## config.mk

```make
export PLATFORM = sky130hd
export DESIGN_NAME = adc_sequence_result_control
export DESIGN_NICKNAME = d
export VERILOG_FILES = /design/src/hw/adc_seq_pkg.sv /design/src/hw/adc_sequence_result_control.sv
export SDC_FILE = /design/constraint.sdc
export NUM_CORES = 1
export LEC_CHECK = 0
export BUFFER_PORTS_ARGS = -buffer_cell sky130_fd_sc_hd__buf_2
export CAP_MARGIN = 40
export CORE_ASPECT_RATIO = 0.9
export CORE_UTILIZATION = 52
export DETAILED_ROUTE_END_ITERATION = 8
export GPL_ROUTABILITY_DRIVEN = 0
export PLACE_DENSITY_LB_ADDON = 0.2
export SLEW_MARGIN = 10
export SYNTH_ARGS = -nofsm -noshare
export SYNTH_HDL_FRONTEND = slang
export SYNTH_SLANG_ARGS = --single-unit
```

## constraint.sdc

```tcl
create_clock -name clk -period 2.4 [get_ports clk]
set_input_delay 0.12 -clock clk [delete_from_list [all_inputs] [get_ports clk]]
set_output_delay 0.12 -clock clk [all_outputs]
set_load 0.1 [all_outputs]
```

## src/hw/adc_seq_pkg.sv

```systemverilog
// Constants, types and helpers of the converter sequence and result control.
// Assumes an APB slave on a 50 MHz clock with word-aligned register slots.
package adc_seq_pkg;

  localparam int NUM_RESULTS = 6;
  localparam int DATA_W      = 10;

  // Register indices; byte address is four times the index.
  localparam logic [5:0] IDX_CTL2    = 6'h02;
  localparam logic [5:0] IDX_CTL3    = 6'h03;
  localparam logic [5:0] IDX_CTL5    = 6'h05;
  localparam logic [5:0] IDX_STATUS  = 6'h06;
  localparam logic [5:0] IDX_CMP_EN  = 6'h07;
  localparam logic [5:0] IDX_FLAGS   = 6'h08;
  localparam logic [5:0] IDX_RESULT0 = 6'h10;

  localparam logic [7:0] CTL2_RESET = 8'h00;
  localparam logic [7:0] CTL3_RESET = 8'h20;
  localparam logic [7:0] CTL5_RESET = 8'h00;

  localparam int CTL2_FFC_BIT    = 6;
  localparam int CTL2_EXT_TRIG_BIT = 2;
  localparam int CTL2_CMP_IRQ_BIT  = 0;
  localparam int CTL5_SCAN_BIT   = 5;
  localparam int STAT_BUSY_BIT   = 7;
  localparam int STAT_FROZEN_BIT = 6;

  localparam logic [1:0] BRK_CONT   = 2'h0;
  localparam logic [1:0] BRK_RSVD   = 2'h1;
  localparam logic [1:0] BRK_FINISH = 2'h2;
  localparam logic [1:0] BRK_NOW    = 2'h3;

  localparam logic [3:0] POS_LAST = 4'h5;

  // Field layout of the result format and sequence control register.
  typedef struct packed {
    logic       justify_right;
    logic [3:0] seq_len;
    logic       fifo_mode;
    logic [1:0] breakpoint_response;
  } ctl3_t;

  typedef enum logic [2:0] {
    ST_IDLE   = 3'b001,
    ST_BUSY   = 3'b010,
    ST_FROZEN = 3'b100
  } seq_state_t;

  // Conversions per sequence for a length code.
  function automatic logic [2:0] seq_count_f(input logic [3:0] code);
    seq_count_f = 3'h6;
    if (code >= 4'h1 && code <= 4'h5) begin
      seq_count_f = code[2:0];
    end
  endfunction : seq_count_f

endpackage : adc_seq_pkg

```

## src/hw/adc_sequence_result_control.sv

```systemverilog
// Sequence controller: result placement, justification, length and freeze.
// Assumes the converter core shares clk and pulses conv_done with its data.
//
// Our own choice: the APB register port.
`timescale 1ns/1ps
`default_nettype none
module adc_sequence_result_control #(
  parameter int DATA_W = adc_seq_pkg::DATA_W
) (
  input  wire logic              clk,
  input  wire logic              rst_b,
  input  wire logic              psel,
  input  wire logic              penable,
  input  wire logic              pwrite,
  input  wire logic [7:0]        paddr,
  input  wire logic [31:0]       pwdata,
  output logic      [31:0]       prdata,
  output logic                   pready,
  output logic                   pslverr,
  input  wire logic              conv_done,
  input  wire logic [DATA_W-1:0] conv_data,
  input  wire logic              ext_trigger,
  input  wire logic              breakpoint,
  output logic                   conv_start,
  output logic                   conv_abort,
  output logic                   conv_freeze,
  output logic                   seq_active,
  output logic                   compare_irq_gate,
  output logic      [5:0]        compare_en_eff
);

  // A full 16-bit result would leave no room for the left-justify padding.
  if (DATA_W < 1 || DATA_W > 15) begin : g_bad_width
    $error("DATA_W must lie between 1 and 15");
  end

  localparam int N = adc_seq_pkg::NUM_RESULTS;

  logic [7:0]            ctl2_r;
  adc_seq_pkg::ctl3_t    ctl3_r;
  logic [7:0]            ctl5_r;
  logic [5:0]            cmp_en_r;
  logic [N-1:0]          flags_r;
  logic [15:0]           res_r [N];
  logic                  pready_r;
  logic                  pslverr_r;
  logic [31:0]           prdata_r;
  logic                  armed_r;
  logic                  restart_r;
  logic [2:0]            count_r;
  logic [3:0]            pos_r;
  adc_seq_pkg::seq_state_t state_r;
  adc_seq_pkg::seq_state_t state_nxt;
  logic                  conv_start_r;
  logic                  conv_abort_r;
  logic                  conv_freeze_r;
  logic                  seq_active_r;
  logic                  irq_gate_r;
  logic [5:0]            cmp_en_eff_r;
  logic [31:0]           rd_val;
  logic                  rd_hit;

  // Bus decode; writes and read side effects act at the completing edge.
  logic       access, done_x, wr, rd;
  logic [5:0] idx;
  logic [5:0] res_off;
  logic       res_hit;
  logic [2:0] res_sel;
  assign access  = psel & penable;
  assign done_x  = access & pready_r;
  assign wr      = done_x & pwrite;
  assign rd      = done_x & ~pwrite;
  assign idx     = paddr[7:2];
  assign res_off = idx - adc_seq_pkg::IDX_RESULT0;
  assign res_hit = (idx >= adc_seq_pkg::IDX_RESULT0) && (res_off < 6'(N));
  assign res_sel = res_off[2:0];

  logic wr_ctl2, wr_ctl3, wr_ctl5;
  assign wr_ctl2 = wr && idx == adc_seq_pkg::IDX_CTL2;
  assign wr_ctl3 = wr && idx == adc_seq_pkg::IDX_CTL3;
  assign wr_ctl5 = wr && idx == adc_seq_pkg::IDX_CTL5;

  // Sequence events.
  logic fifo, ext_trig_en, scan_on, abort, start_seq;
  logic store, last, bp_now, bp_finish;
  assign fifo        = ctl3_r.fifo_mode;
  assign ext_trig_en = ctl2_r[adc_seq_pkg::CTL2_EXT_TRIG_BIT];
  assign scan_on = ctl5_r[adc_seq_pkg::CTL5_SCAN_BIT] & ~ext_trig_en;
  assign abort = wr_ctl2 | wr_ctl3;
  // Start register restarts; an armed trigger starts from idle.
  assign start_seq = ~abort & (wr_ctl5 | (ext_trigger & ext_trig_en &
                     armed_r & state_r == adc_seq_pkg::ST_IDLE));
  assign store = conv_done & state_r == adc_seq_pkg::ST_BUSY & ~abort &
                 ~start_seq;
  assign last = count_r == adc_seq_pkg::seq_count_f(ctl3_r.seq_len) - 3'h1;
  assign bp_now    = breakpoint &
                     ctl3_r.breakpoint_response == adc_seq_pkg::BRK_NOW;
  assign bp_finish = breakpoint &
                     ctl3_r.breakpoint_response == adc_seq_pkg::BRK_FINISH;

  // Next sequencer state; abort takes precedence over any start.
  always_comb begin
    state_nxt = state_r;
    if (abort) begin
      state_nxt = adc_seq_pkg::ST_IDLE;
    end else if (start_seq) begin
      state_nxt = adc_seq_pkg::ST_BUSY;
    end else begin
      case (state_r)
        adc_seq_pkg::ST_BUSY: begin
          if (conv_done && last && !scan_on) begin
            state_nxt = adc_seq_pkg::ST_IDLE;
          end else if ((conv_done && bp_finish) || (!conv_done && bp_now)) begin
            state_nxt = adc_seq_pkg::ST_FROZEN;
          end
        end
        adc_seq_pkg::ST_FROZEN: begin
          if (!breakpoint) begin
            state_nxt = adc_seq_pkg::ST_BUSY;
          end
        end
        default:              state_nxt = adc_seq_pkg::ST_IDLE;
      endcase
    end
  end

  // Sequencer state and converter strobes.
  always_ff @(posedge clk or negedge rst_b) begin
    if (!rst_b) begin
      state_r       <= adc_seq_pkg::ST_IDLE;
      restart_r     <= 1'b0;
      conv_start_r  <= 1'b0;
      conv_abort_r  <= 1'b0;
      conv_freeze_r <= 1'b0;
      seq_active_r  <= 1'b0;
    end else begin
      state_r      <= state_nxt;
      conv_abort_r <= abort;
      seq_active_r <= state_nxt != adc_seq_pkg::ST_IDLE;
      // A finish-then-freeze stop needs a fresh start on resume; an
      // immediate freeze only holds the core, which then carries on.
      if (state_r == adc_seq_pkg::ST_BUSY &&
          state_nxt == adc_seq_pkg::ST_FROZEN) begin
        restart_r <= conv_done;
      end
      conv_freeze_r <= state_nxt == adc_seq_pkg::ST_FROZEN;
      conv_start_r  <= start_seq |
        (store && state_nxt == adc_seq_pkg::ST_BUSY) |
        (state_r == adc_seq_pkg::ST_FROZEN &&
         state_nxt == adc_seq_pkg::ST_BUSY && restart_r);
    end
  end

  // Conversion count and result position counter.
  always_ff @(posedge clk or negedge rst_b) begin
    if (!rst_b) begin
      count_r <= 3'h0;
      pos_r   <= 4'h0;
    end else if (abort || start_seq) begin
      count_r <= 3'h0;
      pos_r   <= 4'h0;
    end else if (store) begin
      count_r <= last ? 3'h0 : count_r + 3'h1;
      if (fifo) begin
        pos_r <= (pos_r == adc_seq_pkg::POS_LAST) ? 4'h0 : pos_r + 4'h1;
      end else begin
        pos_r <= last ? 4'h0 : pos_r + 4'h1;
      end
    end
  end

  logic [15:0] fmt_val;
  assign fmt_val = ctl3_r.justify_right ? 16'(conv_data) :
                   {conv_data, {(16 - DATA_W){1'b0}}};

  // Compare enables seen by the compare logic.
  logic [5:0] cmp_en_eff;
  assign cmp_en_eff = cmp_en_r & {6{~fifo}};

  // Result registers and complete flags, one slot per entry.
  for (genvar i = 0; i < N; i++) begin : g_slot
    logic set_i;
    logic clr_i;
    assign set_i = store && pos_r == 4'(i);
    // Fast clear on read or write.
    assign clr_i = (wr && idx == adc_seq_pkg::IDX_FLAGS && pwdata[i]) |
                   (ctl2_r[adc_seq_pkg::CTL2_FFC_BIT] && res_hit &&
                    res_sel == 3'(i) && (cmp_en_eff[i] ? wr : rd));
    always_ff @(posedge clk or negedge rst_b) begin
      if (!rst_b) begin
        res_r[i]   <= 16'h0000;
        flags_r[i] <= 1'b0;
      end else begin
        if (set_i) begin
          res_r[i] <= fmt_val;
        end
        // A completing conversion wins over a clear in the same cycle.
        flags_r[i] <= set_i | (flags_r[i] & ~clr_i);
      end
    end
  end

  // Software registers.
  always_ff @(posedge clk or negedge rst_b) begin
    if (!rst_b) begin
      ctl2_r  <= adc_seq_pkg::CTL2_RESET;
      ctl3_r  <= adc_seq_pkg::CTL3_RESET;
      ctl5_r  <= adc_seq_pkg::CTL5_RESET;
      cmp_en_r <= 6'h00;
      armed_r <= 1'b0;
    end else begin
      if (wr_ctl2) begin
        ctl2_r <= pwdata[7:0];
      end
      if (wr_ctl3) begin
        ctl3_r <= adc_seq_pkg::ctl3_t'(pwdata[7:0]);
      end
      if (wr_ctl5) begin
        ctl5_r  <= pwdata[7:0];
        armed_r <= 1'b1;
      end
      if (wr && idx == adc_seq_pkg::IDX_CMP_EN) begin
        cmp_en_r <= pwdata[5:0];
      end
    end
  end

  // Read multiplexer.
  always_comb begin
    rd_val = 32'h0000_0000;
    rd_hit = 1'b1;
    if (res_hit) begin
      rd_val = {16'h0000, res_r[res_sel]};
    end else begin
      case (idx)
        adc_seq_pkg::IDX_CTL2:  rd_val[7:0] = ctl2_r;
        adc_seq_pkg::IDX_CTL3:  rd_val[7:0] = ctl3_r;
        adc_seq_pkg::IDX_CTL5:  rd_val[7:0] = ctl5_r;
        adc_seq_pkg::IDX_CMP_EN: rd_val[5:0] = cmp_en_r;
        adc_seq_pkg::IDX_FLAGS: rd_val[N-1:0] = flags_r;
        adc_seq_pkg::IDX_STATUS: begin
          rd_val[3:0] = pos_r;
          rd_val[adc_seq_pkg::STAT_BUSY_BIT] =
            state_r != adc_seq_pkg::ST_IDLE;
          rd_val[adc_seq_pkg::STAT_FROZEN_BIT] =
            state_r == adc_seq_pkg::ST_FROZEN;
        end
        default: rd_hit = 1'b0;
      endcase
    end
  end

  // APB answer: one wait state, data and error registered with pready.
  always_ff @(posedge clk or negedge rst_b) begin
    if (!rst_b) begin
      pready_r  <= 1'b0;
      pslverr_r <= 1'b0;
      prdata_r  <= 32'h0000_0000;
      irq_gate_r <= 1'b0;
      cmp_en_eff_r <= 6'h00;
    end else begin
      pready_r  <= access & ~pready_r;
      pslverr_r <= access & ~pready_r & ~rd_hit;
      if (access && !pready_r && !pwrite) begin
        prdata_r <= rd_hit ? rd_val : 32'h0000_0000;
      end
      irq_gate_r <= ctl2_r[adc_seq_pkg::CTL2_CMP_IRQ_BIT] & ~fifo;
      cmp_en_eff_r <= cmp_en_eff;
    end
  end

  assign prdata           = prdata_r;
  assign pready           = pready_r;
  assign pslverr          = pslverr_r;
  assign conv_start       = conv_start_r;
  assign conv_abort       = conv_abort_r;
  assign conv_freeze      = conv_freeze_r;
  assign seq_active       = seq_active_r;
  assign compare_irq_gate = irq_gate_r;
  assign compare_en_eff   = cmp_en_eff_r;
endmodule : adc_sequence_result_control
`default_nettype wire

```

==> impl_metrics.json, run 1 <==
{
  "finalSetupViolations": 3,
  "layout_min_cycle_time_ns": 2.455,
  "drive_gt1_share_pct": 25.09,
  "synth-xor-area-share_pct": 1.292,
  "dp.cells": 1006,
  "worst_hold_path.endpoint": "restart_r$_DFFE_PN0P_",
  "grt_max_degree": 73,
  "power.leakage_uw": 0.004423,
  "die_x_um": 133.9,
  "core_area_mm2": 0.01498,
  "clockBufferDepth": 2,
  "drtPass1Iterations": 5,
  "synth_top_family_by_area": "simple AND/OR/NAND/NOR gates",
  "drt-initial-drc-count": 532,
  "port_buffers": 60,
  "layout.cells.non_filler": 1047,
  "max_freq_ghz": 0.4073,
  "final.setup.tns_ns": -0.1235,
  "nets": 902,
  "reg2reg_slack_ns": -0.06,
  "worst_pin_slew_ns": 0.8905,
  "n_antenna_cell": 0,
  "p_per_area_mw_per_mm2": 673.4,
  "hold_path.class": "in -> reg",
  "io_pins": 103,
  "route.detailed.wl_per_inst_um": 19.28,
  "totalWireLength_um": 20190,
  "final_antenna_net_count": 0,
  "max-slew-margin-rel_pct": 40.17,
  "end_kind": "flop",
  "cts-buffers-inserted": 17,
  "cts_max_level": 4,
  "synth_edf_count": 0,
  "status": "complete, but fails checks",
  "ys.flop_type": "dfrtp_1",
  "clk_latency_ns": 0.42,
  "design_area_mm2": 0.009544,
  "initial_core_util_pct": 54.33,
  "placed_area_mm2": 0.008725,
  "clkTransAtPathRegs_ns": 0.06,
  "root_buffer": "clkbuf_16",
  "grt_overflow_total": 0,
  "die-area_mm2": 0.01615,
  "post-place-ws_ns": -0.1390,
  "hold_start": "conv_done",
  "synth_adder_area_share_pct": 0.9227,
  "syn_area_mm2": 0.008137,
  "muxShareOfSynthArea_pct": 11.72,
  "async_flop_share_pct": 100.0,
  "slew_violations": 0,
  "rows": 42,
  "yosys_warnings": 0,
  "r2r_cells": 10,
  "ir_worst_vdd_uv": 516.1,
  "synthSimpleGateAreaFrac_pct": 13.90,
  "rsz0062_at_grt": "true",
  "ys_types": 68,
  "die_y_um": 120.7,
  "start_kind": "flop",
  "hold_viol_final": 0,
  "cts_tree": "yes",
  "grt_antenna_before_repair": 0,
  "seq_area_frac_synth_pct": 53.24,
  "via_count": 6138,
  "max_cap_viol_count": 0,
  "syn2layout_area_growth_pct": 17.30,
  "crit_type": "reg -> reg",
  "hold_depth": 2,
  "final.setup_skew_ns": 0.01102,
  "grt_pass1_vias": 6031,
  "dp.final_hpwl_um": 13560,
  "cp.required_ns": 2.69,
  "ys_ff_latch": 173,
  "grt_usage_pct": 26.60,
  "rr_endpoint": "conv_start$_DFF_PN0_",
  "finalCritPeriodShare_pct": 102.3,
  "worstPathMaxFanout": 3,
  "synth_compound_area_share_pct": 13.62,
  "cts.sinks": 173,
  "avgSynthCellArea_um2": 10.71,
  "r2r_start": "ctl3_r[5]$_DFFE_PN1P_",
  "setup_ws_ns": -0.05519,
  "power_uw": 6427,
  "nFillCells": 1163,
  "grt_pass1_wl_um": 32710,
  "cp_data_arrival_time_ns": 2.75,
  "syn-instance-count": 760,
  "drc": 0,
  "avgViaCountPerCell": 5.862,
  "failed_checks": "negative setup slack"
}
## logic make-up (layout without fill, tap and decap cells)
| logic type | after synthesis | in the layout |
|---|---|---|
| xor gates and xnor gates | 12 | 12 |
| DFF | 173 | 173 |
| and+or+nand+nor | 230 | 230 |
| other | 1 | 16 |
| buffers and inverters | 84 | 158 |
| AOI/OAI and AO/OA | 183 | 183 |
| muxes | 71 | 71 |
| adders and majority gates | 6 | 6 |
## what timing repair did
action / in CTS / in global routing
pin swaps: 9 / 4
resized for setup: 6 / 10
setup buffers: 4 / 1
endpoints found under the setup margin: 6 / 8
hold buffers: 6 / 0
hold endpoints to repair: 79 / 0
## report_power, final
group	leakage (uW)	total (uW)	switching [uW]	internal, uW
clock	0.000309	2910	1070	1840
combinational	0.00173	565	438	128
sequential	0.00239	2960	17.3	2940
total	0.00442	6430	1520	4900
## stage by stage
stage	hold slack (ns)	utilization [%]
detailed placement	0.2003	58.25
CTS	0.004262	63.24
global placement	0.1722	58.25
finish	0.03023	63.73
global route	0.01357	63.73
floorplan	-0.1756	-
## cells in the final DEF (no fill, tap or decap), types with 5 or more instances in the layout
cell and count:
a21oi_1 9, a22o_1 11, a22oi_1 7, buf_12 5, buf_2 59, buf_4 33, clkbuf_16 17, conb_1 16
dfrtp_1 170, dlygate4sd3_1 6, ha_1 5, inv_1 22, mux2_2 33, mux2i_1 21, mux4_2 16, nand2_1 136
nand2b_1 11, nand3_1 6, nand3_2 6, nand4_1 5, nor2_1 19, nor2b_1 10, nor3_1 6, o21ai_0 97
o21ai_1 13, o22ai_1 16, xnor2_1 6
## per-layer routing
metal,global-route usage [%],share of wire (%),vias up
met5,0,0,-
met4,9.446,1.7,0
met3,4.906,5.7,37
met2,40.93,47,251
met1,37.82,45,3049
li1,-,-,2801
## registers in the layout (all words and copies together) (netlist names)
name              flops
compare_irq_gate      1
compare_en_eff        6
restart_r             1
prdata               16
state_r               3
flags_r               6
conv_abort            1
pready                1
ctl2_r                8
conv_start            1
pos_r                 4
pslverr               1
conv_freeze           1
fifo                  1
cmp_en_r              6
armed_r               1
res_r                96
ctl5_r                8
seq_active            1
ctl3_r                7
count_r               3
## critical path: stages, from the launching register on
cell and delay, ns:
dfstp_2 0.39, buf_6 0.12, a211oi_4 0.26, inv_2 0.08, ha_4 0.17, xor2_2 0.14
xnor2_1 0.17, or4_4 0.46, buf_4 0.17, a311oi_4 0.22, o32ai_1 0.13
## how the worst max path moves through the flow
stage	startpoint	endpoint	slack, ns	cells past startpoint
6_report	ctl3_r[5]$_DFFE_PN1P_	conv_start$_DFF_PN0_	-0.06	10
5_1_grt	ctl3_r[5]$_DFFE_PN1P_	count_r[2]$_DFFE_PN0P_	-0.10	11
4_1_cts	ctl3_r[5]$_DFFE_PN1P_	pos_r[2]$_DFFE_PN0P_	-0.05	7
3_5_place_dp	ctl3_r[4]$_DFFE_PN0P_	restart_r$_DFFE_PN0P_	-0.14	8
3_3_place_gp	ctl3_r[5]$_DFFE_PN1P_	restart_r$_DFFE_PN0P_	-0.07	8
2_1_floorplan	ctl3_r[4]$_DFFE_PN0P_	restart_r$_DFFE_PN0P_	0.002	8
## Yosys cell counts (4+ instances only)
cell type | instances | share of area, %
ha_1 | 6 | 0.92
inv_1 | 23 | 1.1
nor2_1 | 19 | 0.88
dfrtp_1 | 171 | 53
mux4_2 | 16 | 4.4
o22ai_1 | 16 | 1.2
buf_1 | 4 | 0.18
xor2_1 | 5 | 0.54
nor3_1 | 7 | 0.43
o21ai_1 | 13 | 0.80
nand3_2 | 6 | 0.74
mux2_2 | 33 | 4.6
mux2i_1 | 21 | 2.6
nand3_1 | 6 | 0.37
a22oi_1 | 7 | 0.65
nand2b_1 | 11 | 0.85
buf_2 | 18 | 1.1
clkbuf_1 | 13 | 0.60
nor2b_1 | 10 | 0.77
a21oi_1 | 10 | 0.62
nand4_1 | 5 | 0.38
buf_4 | 17 | 1.6
o21ai_0 | 97 | 6.0
a22o_1 | 11 | 1.2
nor3b_1 | 5 | 0.46
xnor2_1 | 7 | 0.75
clkbuf_2 | 8 | 0.49
nand2_1 | 136 | 6.3
## area by class of cell
type	count	area (um^2)	area share [%]
Sequential cell	173	4333	45.40
Multi-Input combinational cell	518	3528	36.97
Timing Repair Buffer	105	725.7	7.604
Clock buffer	23	488.0	5.113
Tap cell	198	247.7	2.596
Clock inverter	7	135.1	1.416
Inverter	23	86.33	0.9046
Power figures use the tool's default switching activity.
==> run 2: changes to the inputs <==
ABC_AREA = 1   (was default)
==> run 2 against run 1 <==
- the run now ends clean
- die area is 0.32% lower
- synthesized area shrank 0.32%
- routed wire length increased by 4.3%
- total power grew 2.3%
- critical path type unchanged
- critical endpoint is now res_r[51]$_DFFE_PN0P_
- largest cell class unchanged
==> impl_metrics.json, run 2 <==
{
  "grt_util_met3_pct": 5.618,
  "drt-initial-drc-count": 655,
  "max-slew-margin-rel_pct": 53.81,
  "finalCritPeriodShare_pct": 90.30,
  "gr-max-usage-layer": "met2",
  "grt_max_degree": 60,
  "avgSynthCellArea_um2": 8.656,
  "final_antenna_net_count": 0,
  "cts-buffers-inserted": 17,
  "worstPathMaxFanout": 33,
  "nets": 1063,
  "final.setup_skew_ns": 0.009292,
  "drc": 0,
  "worst_pin_slew_ns": 0.6898,
  "seq_area_frac_synth_pct": 53.41,
  "finalSetupViolations": 0,
  "die-area_mm2": 0.01610,
  "ys_types": 45,
  "yosys.area.top_type_share_pct": 52.76,
  "cts.sinks": 173,
  "hold_ws_ns": 0.04720,
  "clkTransAtPathRegs_ns": 0.06,
  "max_cap_viol_count": 0,
  "hold_viol_final": 0,
  "rows": 42,
  "syn2layout_area_growth_pct": 13.33,
  "final_common_cell": "nand2_1",
  "core_area_mm2": 0.01498,
  "drive_gt1_share_pct": 13.83,
  "clk_latency_ns": 0.43,
  "totalWireLength_um": 21060,
  "initial_core_util_pct": 54.15,
  "synth_edf_count": 0,
  "via_count": 6683,
  "clockBufferDepth": 2,
  "async_flop_share_pct": 100.0,
  "grt_usage_pct": 28.08,
  "final_cell_mix": "nand2_1 (270), dfrtp_1 (171), o21ai_1 (97), nor2_1 (68), buf_2 (59)",
  "cts_max_level": 4,
  "syn-instance-count": 937,
  "yosys-top-cells-count": "nand2_1 (270), dfrtp_1 (171), o21ai_1 (97), nor2_1 (68), o21ai_0 (57)",
  "grt_pass1_vias": 6260,
  "final.setup.tns_ns": 0,
  "p_per_area_mw_per_mm2": 715.1,
  "placed_area_mm2": 0.008554,
  "yosys_warnings": 0,
  "postCtsSetupBuffers": 0,
  "met2_usage_pct": 42.58,
  "rsz0062_at_grt": "false",
  "route.detailed.wl_per_inst_um": 17.41,
  "avgViaCountPerCell": 5.523,
  "slew_violations": 0,
  "max_flop_register": "res_r",
  "layout_min_cycle_time_ns": 2.167,
  "power_uw": 6572,
  "yosysTopAreaCell": "dfrtp_1",
  "die_x_um": 133.6,
  "syn_area_mm2": 0.008110,
  "cp.required_ns": 2.70,
  "yosysMostFrequentCell": "nand2_1",
  "crit_type": "reg -> reg",
  "dp.final_hpwl_um": 13970,
  "use_met1_pct": 41.08,
  "ys.flop_type": "dfrtp_1",
  "start_kind": "flop",
  "design_area_mm2": 0.009191,
  "root_buffer": "clkbuf_16",
  "hold_path.class": "in -> reg",
  "die_y_um": 120.5,
  "io_pins": 103,
  "ir_worst_vdd_uv": 574.1,
  "ys_ff_latch": 173,
  "largest_reg_flops": 96,
  "drtPass1Iterations": 6,
  "grt_pass1_wl_um": 33920,
  "grt_antenna_before_repair": 0,
  "port_buffers": 60,
  "max_freq_ghz": 0.4614,
  "status": "finished, final reports clean",
  "cp_data_arrival_time_ns": 2.46,
  "power.leakage_uw": 0.004507,
  "n_antenna_cell": 0,
  "synth_area_leaders": "dfrtp_1 (53%), nand2_1 (12%), o21ai_1 (6.0%)",
  "end_kind": "flop",
  "cts_tree": "yes",
  "grt_overflow_total": 0
}
==> run 2: changes by cell type in the layout (fill, tap and decap cells not counted), moves of 17 or more <==
| cell | change |
|---|---|
| nand2_1 | +134 |
| o21ai_1 | +84 |
| nor2_1 | +49 |
| o21ai_0 | -40 |
| inv_1 | +34 |
| mux2_2 | -33 |
| mux2i_1 | -21 |
| nand3_1 | +20 |
| buf_4 | -17 |
==> run 2: metal layers <==
metal,up-vias,wire length (um)
met5,-,0
met4,0,238
met3,20,1411
met2,254,9427
met1,3200,9986
li1,3209,-
==> run 2: cell type report <==
cell class,instances,area [um^2]
Fill cell,1315,5786
Inverter,62,232.7
Multi-Input combinational cell,662,3256
Sequential cell,173,4332
Clock buffer,24,491.7
Timing Repair Buffer,83,526.8
Tap cell,198,247.7
Clock inverter,8,105.1
==> run 2: path summary, 6_finish.rpt <==
kind,startpoint,end,slack [ns],cells past startpoint
worst min register to register,armed_r$_DFFE_PN0P_,armed_r$_DFFE_PN0P_,0.47,2
max in group asynchronous,rst_b,ctl3_r[5]$_DFFE_PN1P_,1.38,3
worst max register to register,state_r[2]$_DFF_PN0_,res_r[51]$_DFFE_PN0P_,0.23,8
worst min-delay path,pwdata[4],ctl5_r[4]$_DFFE_PN0P_,0.05,3
min in group asynchronous,rst_b,res_r[31]$_DFFE_PN0P_,0.20,2
worst max-delay path,state_r[2]$_DFF_PN0_,res_r[51]$_DFFE_PN0P_,0.23,8
==> run 2: power breakdown <==
| group | internal [uW] | leakage (uW) | total, uW | switching, uW |
|---|---|---|---|---|
| combinational | 156 | 0.00185 | 790 | 635 |
| sequential | 2960 | 0.00237 | 3010 | 43.7 |
| clock | 1650 | 0.000283 | 2770 | 1130 |
| total | 4770 | 0.00451 | 6570 | 1810 |
==> run 2: repair_timing <==
| action | in CTS | in global routing |
|---|---|---|
| hold buffers | 4 | 0 |
| hold endpoints to repair | 61 | 0 |
| gates resized for setup | 0 | 0 |
==> run 2: kinds of logic (layout without fill, tap and decap cells) <==
family                     Yosys count  count (layout)  synth area share [%]
xor gates and xnor gates             6               6                0.6479
adders and majority gates            6               6                0.9256
AOI/OAI and AO/OA                  235             235                 16.32
DFF                                173             173                 53.41
buffers and inverters              117             177                 7.143
and+or+nand+nor                    399             399                 21.51
other                                1              16               0.04624
==> run 2: through the flow <==
| stage | instances | worst slack [ns] | utilization, % |
|---|---|---|---|
| 2_1_floorplan | 952 | 0.1530 | - |
| 3_3_place_gp | 1174 | 0.3308 | 57.12 |
| 3_5_place_dp | 1174 | 0.2910 | 57.12 |
| 4_1_cts | 1210 | 0.2738 | 61.37 |
| 5_1_grt | 1210 | 0.03760 | 61.37 |
| 6_report | 1210 | 0.2329 | 61.37 |
==> run 2: critical path: stages (launching register included) <==
cell and delay (ns):
dfrtp_1 0.38, inv_1 0.07, nand3_1 0.11, inv_1 0.17, nand2_1 0.18, nor2_8 0.29, nand4_4 0.52, nand2_1 0.22
o21ai_1 0.09
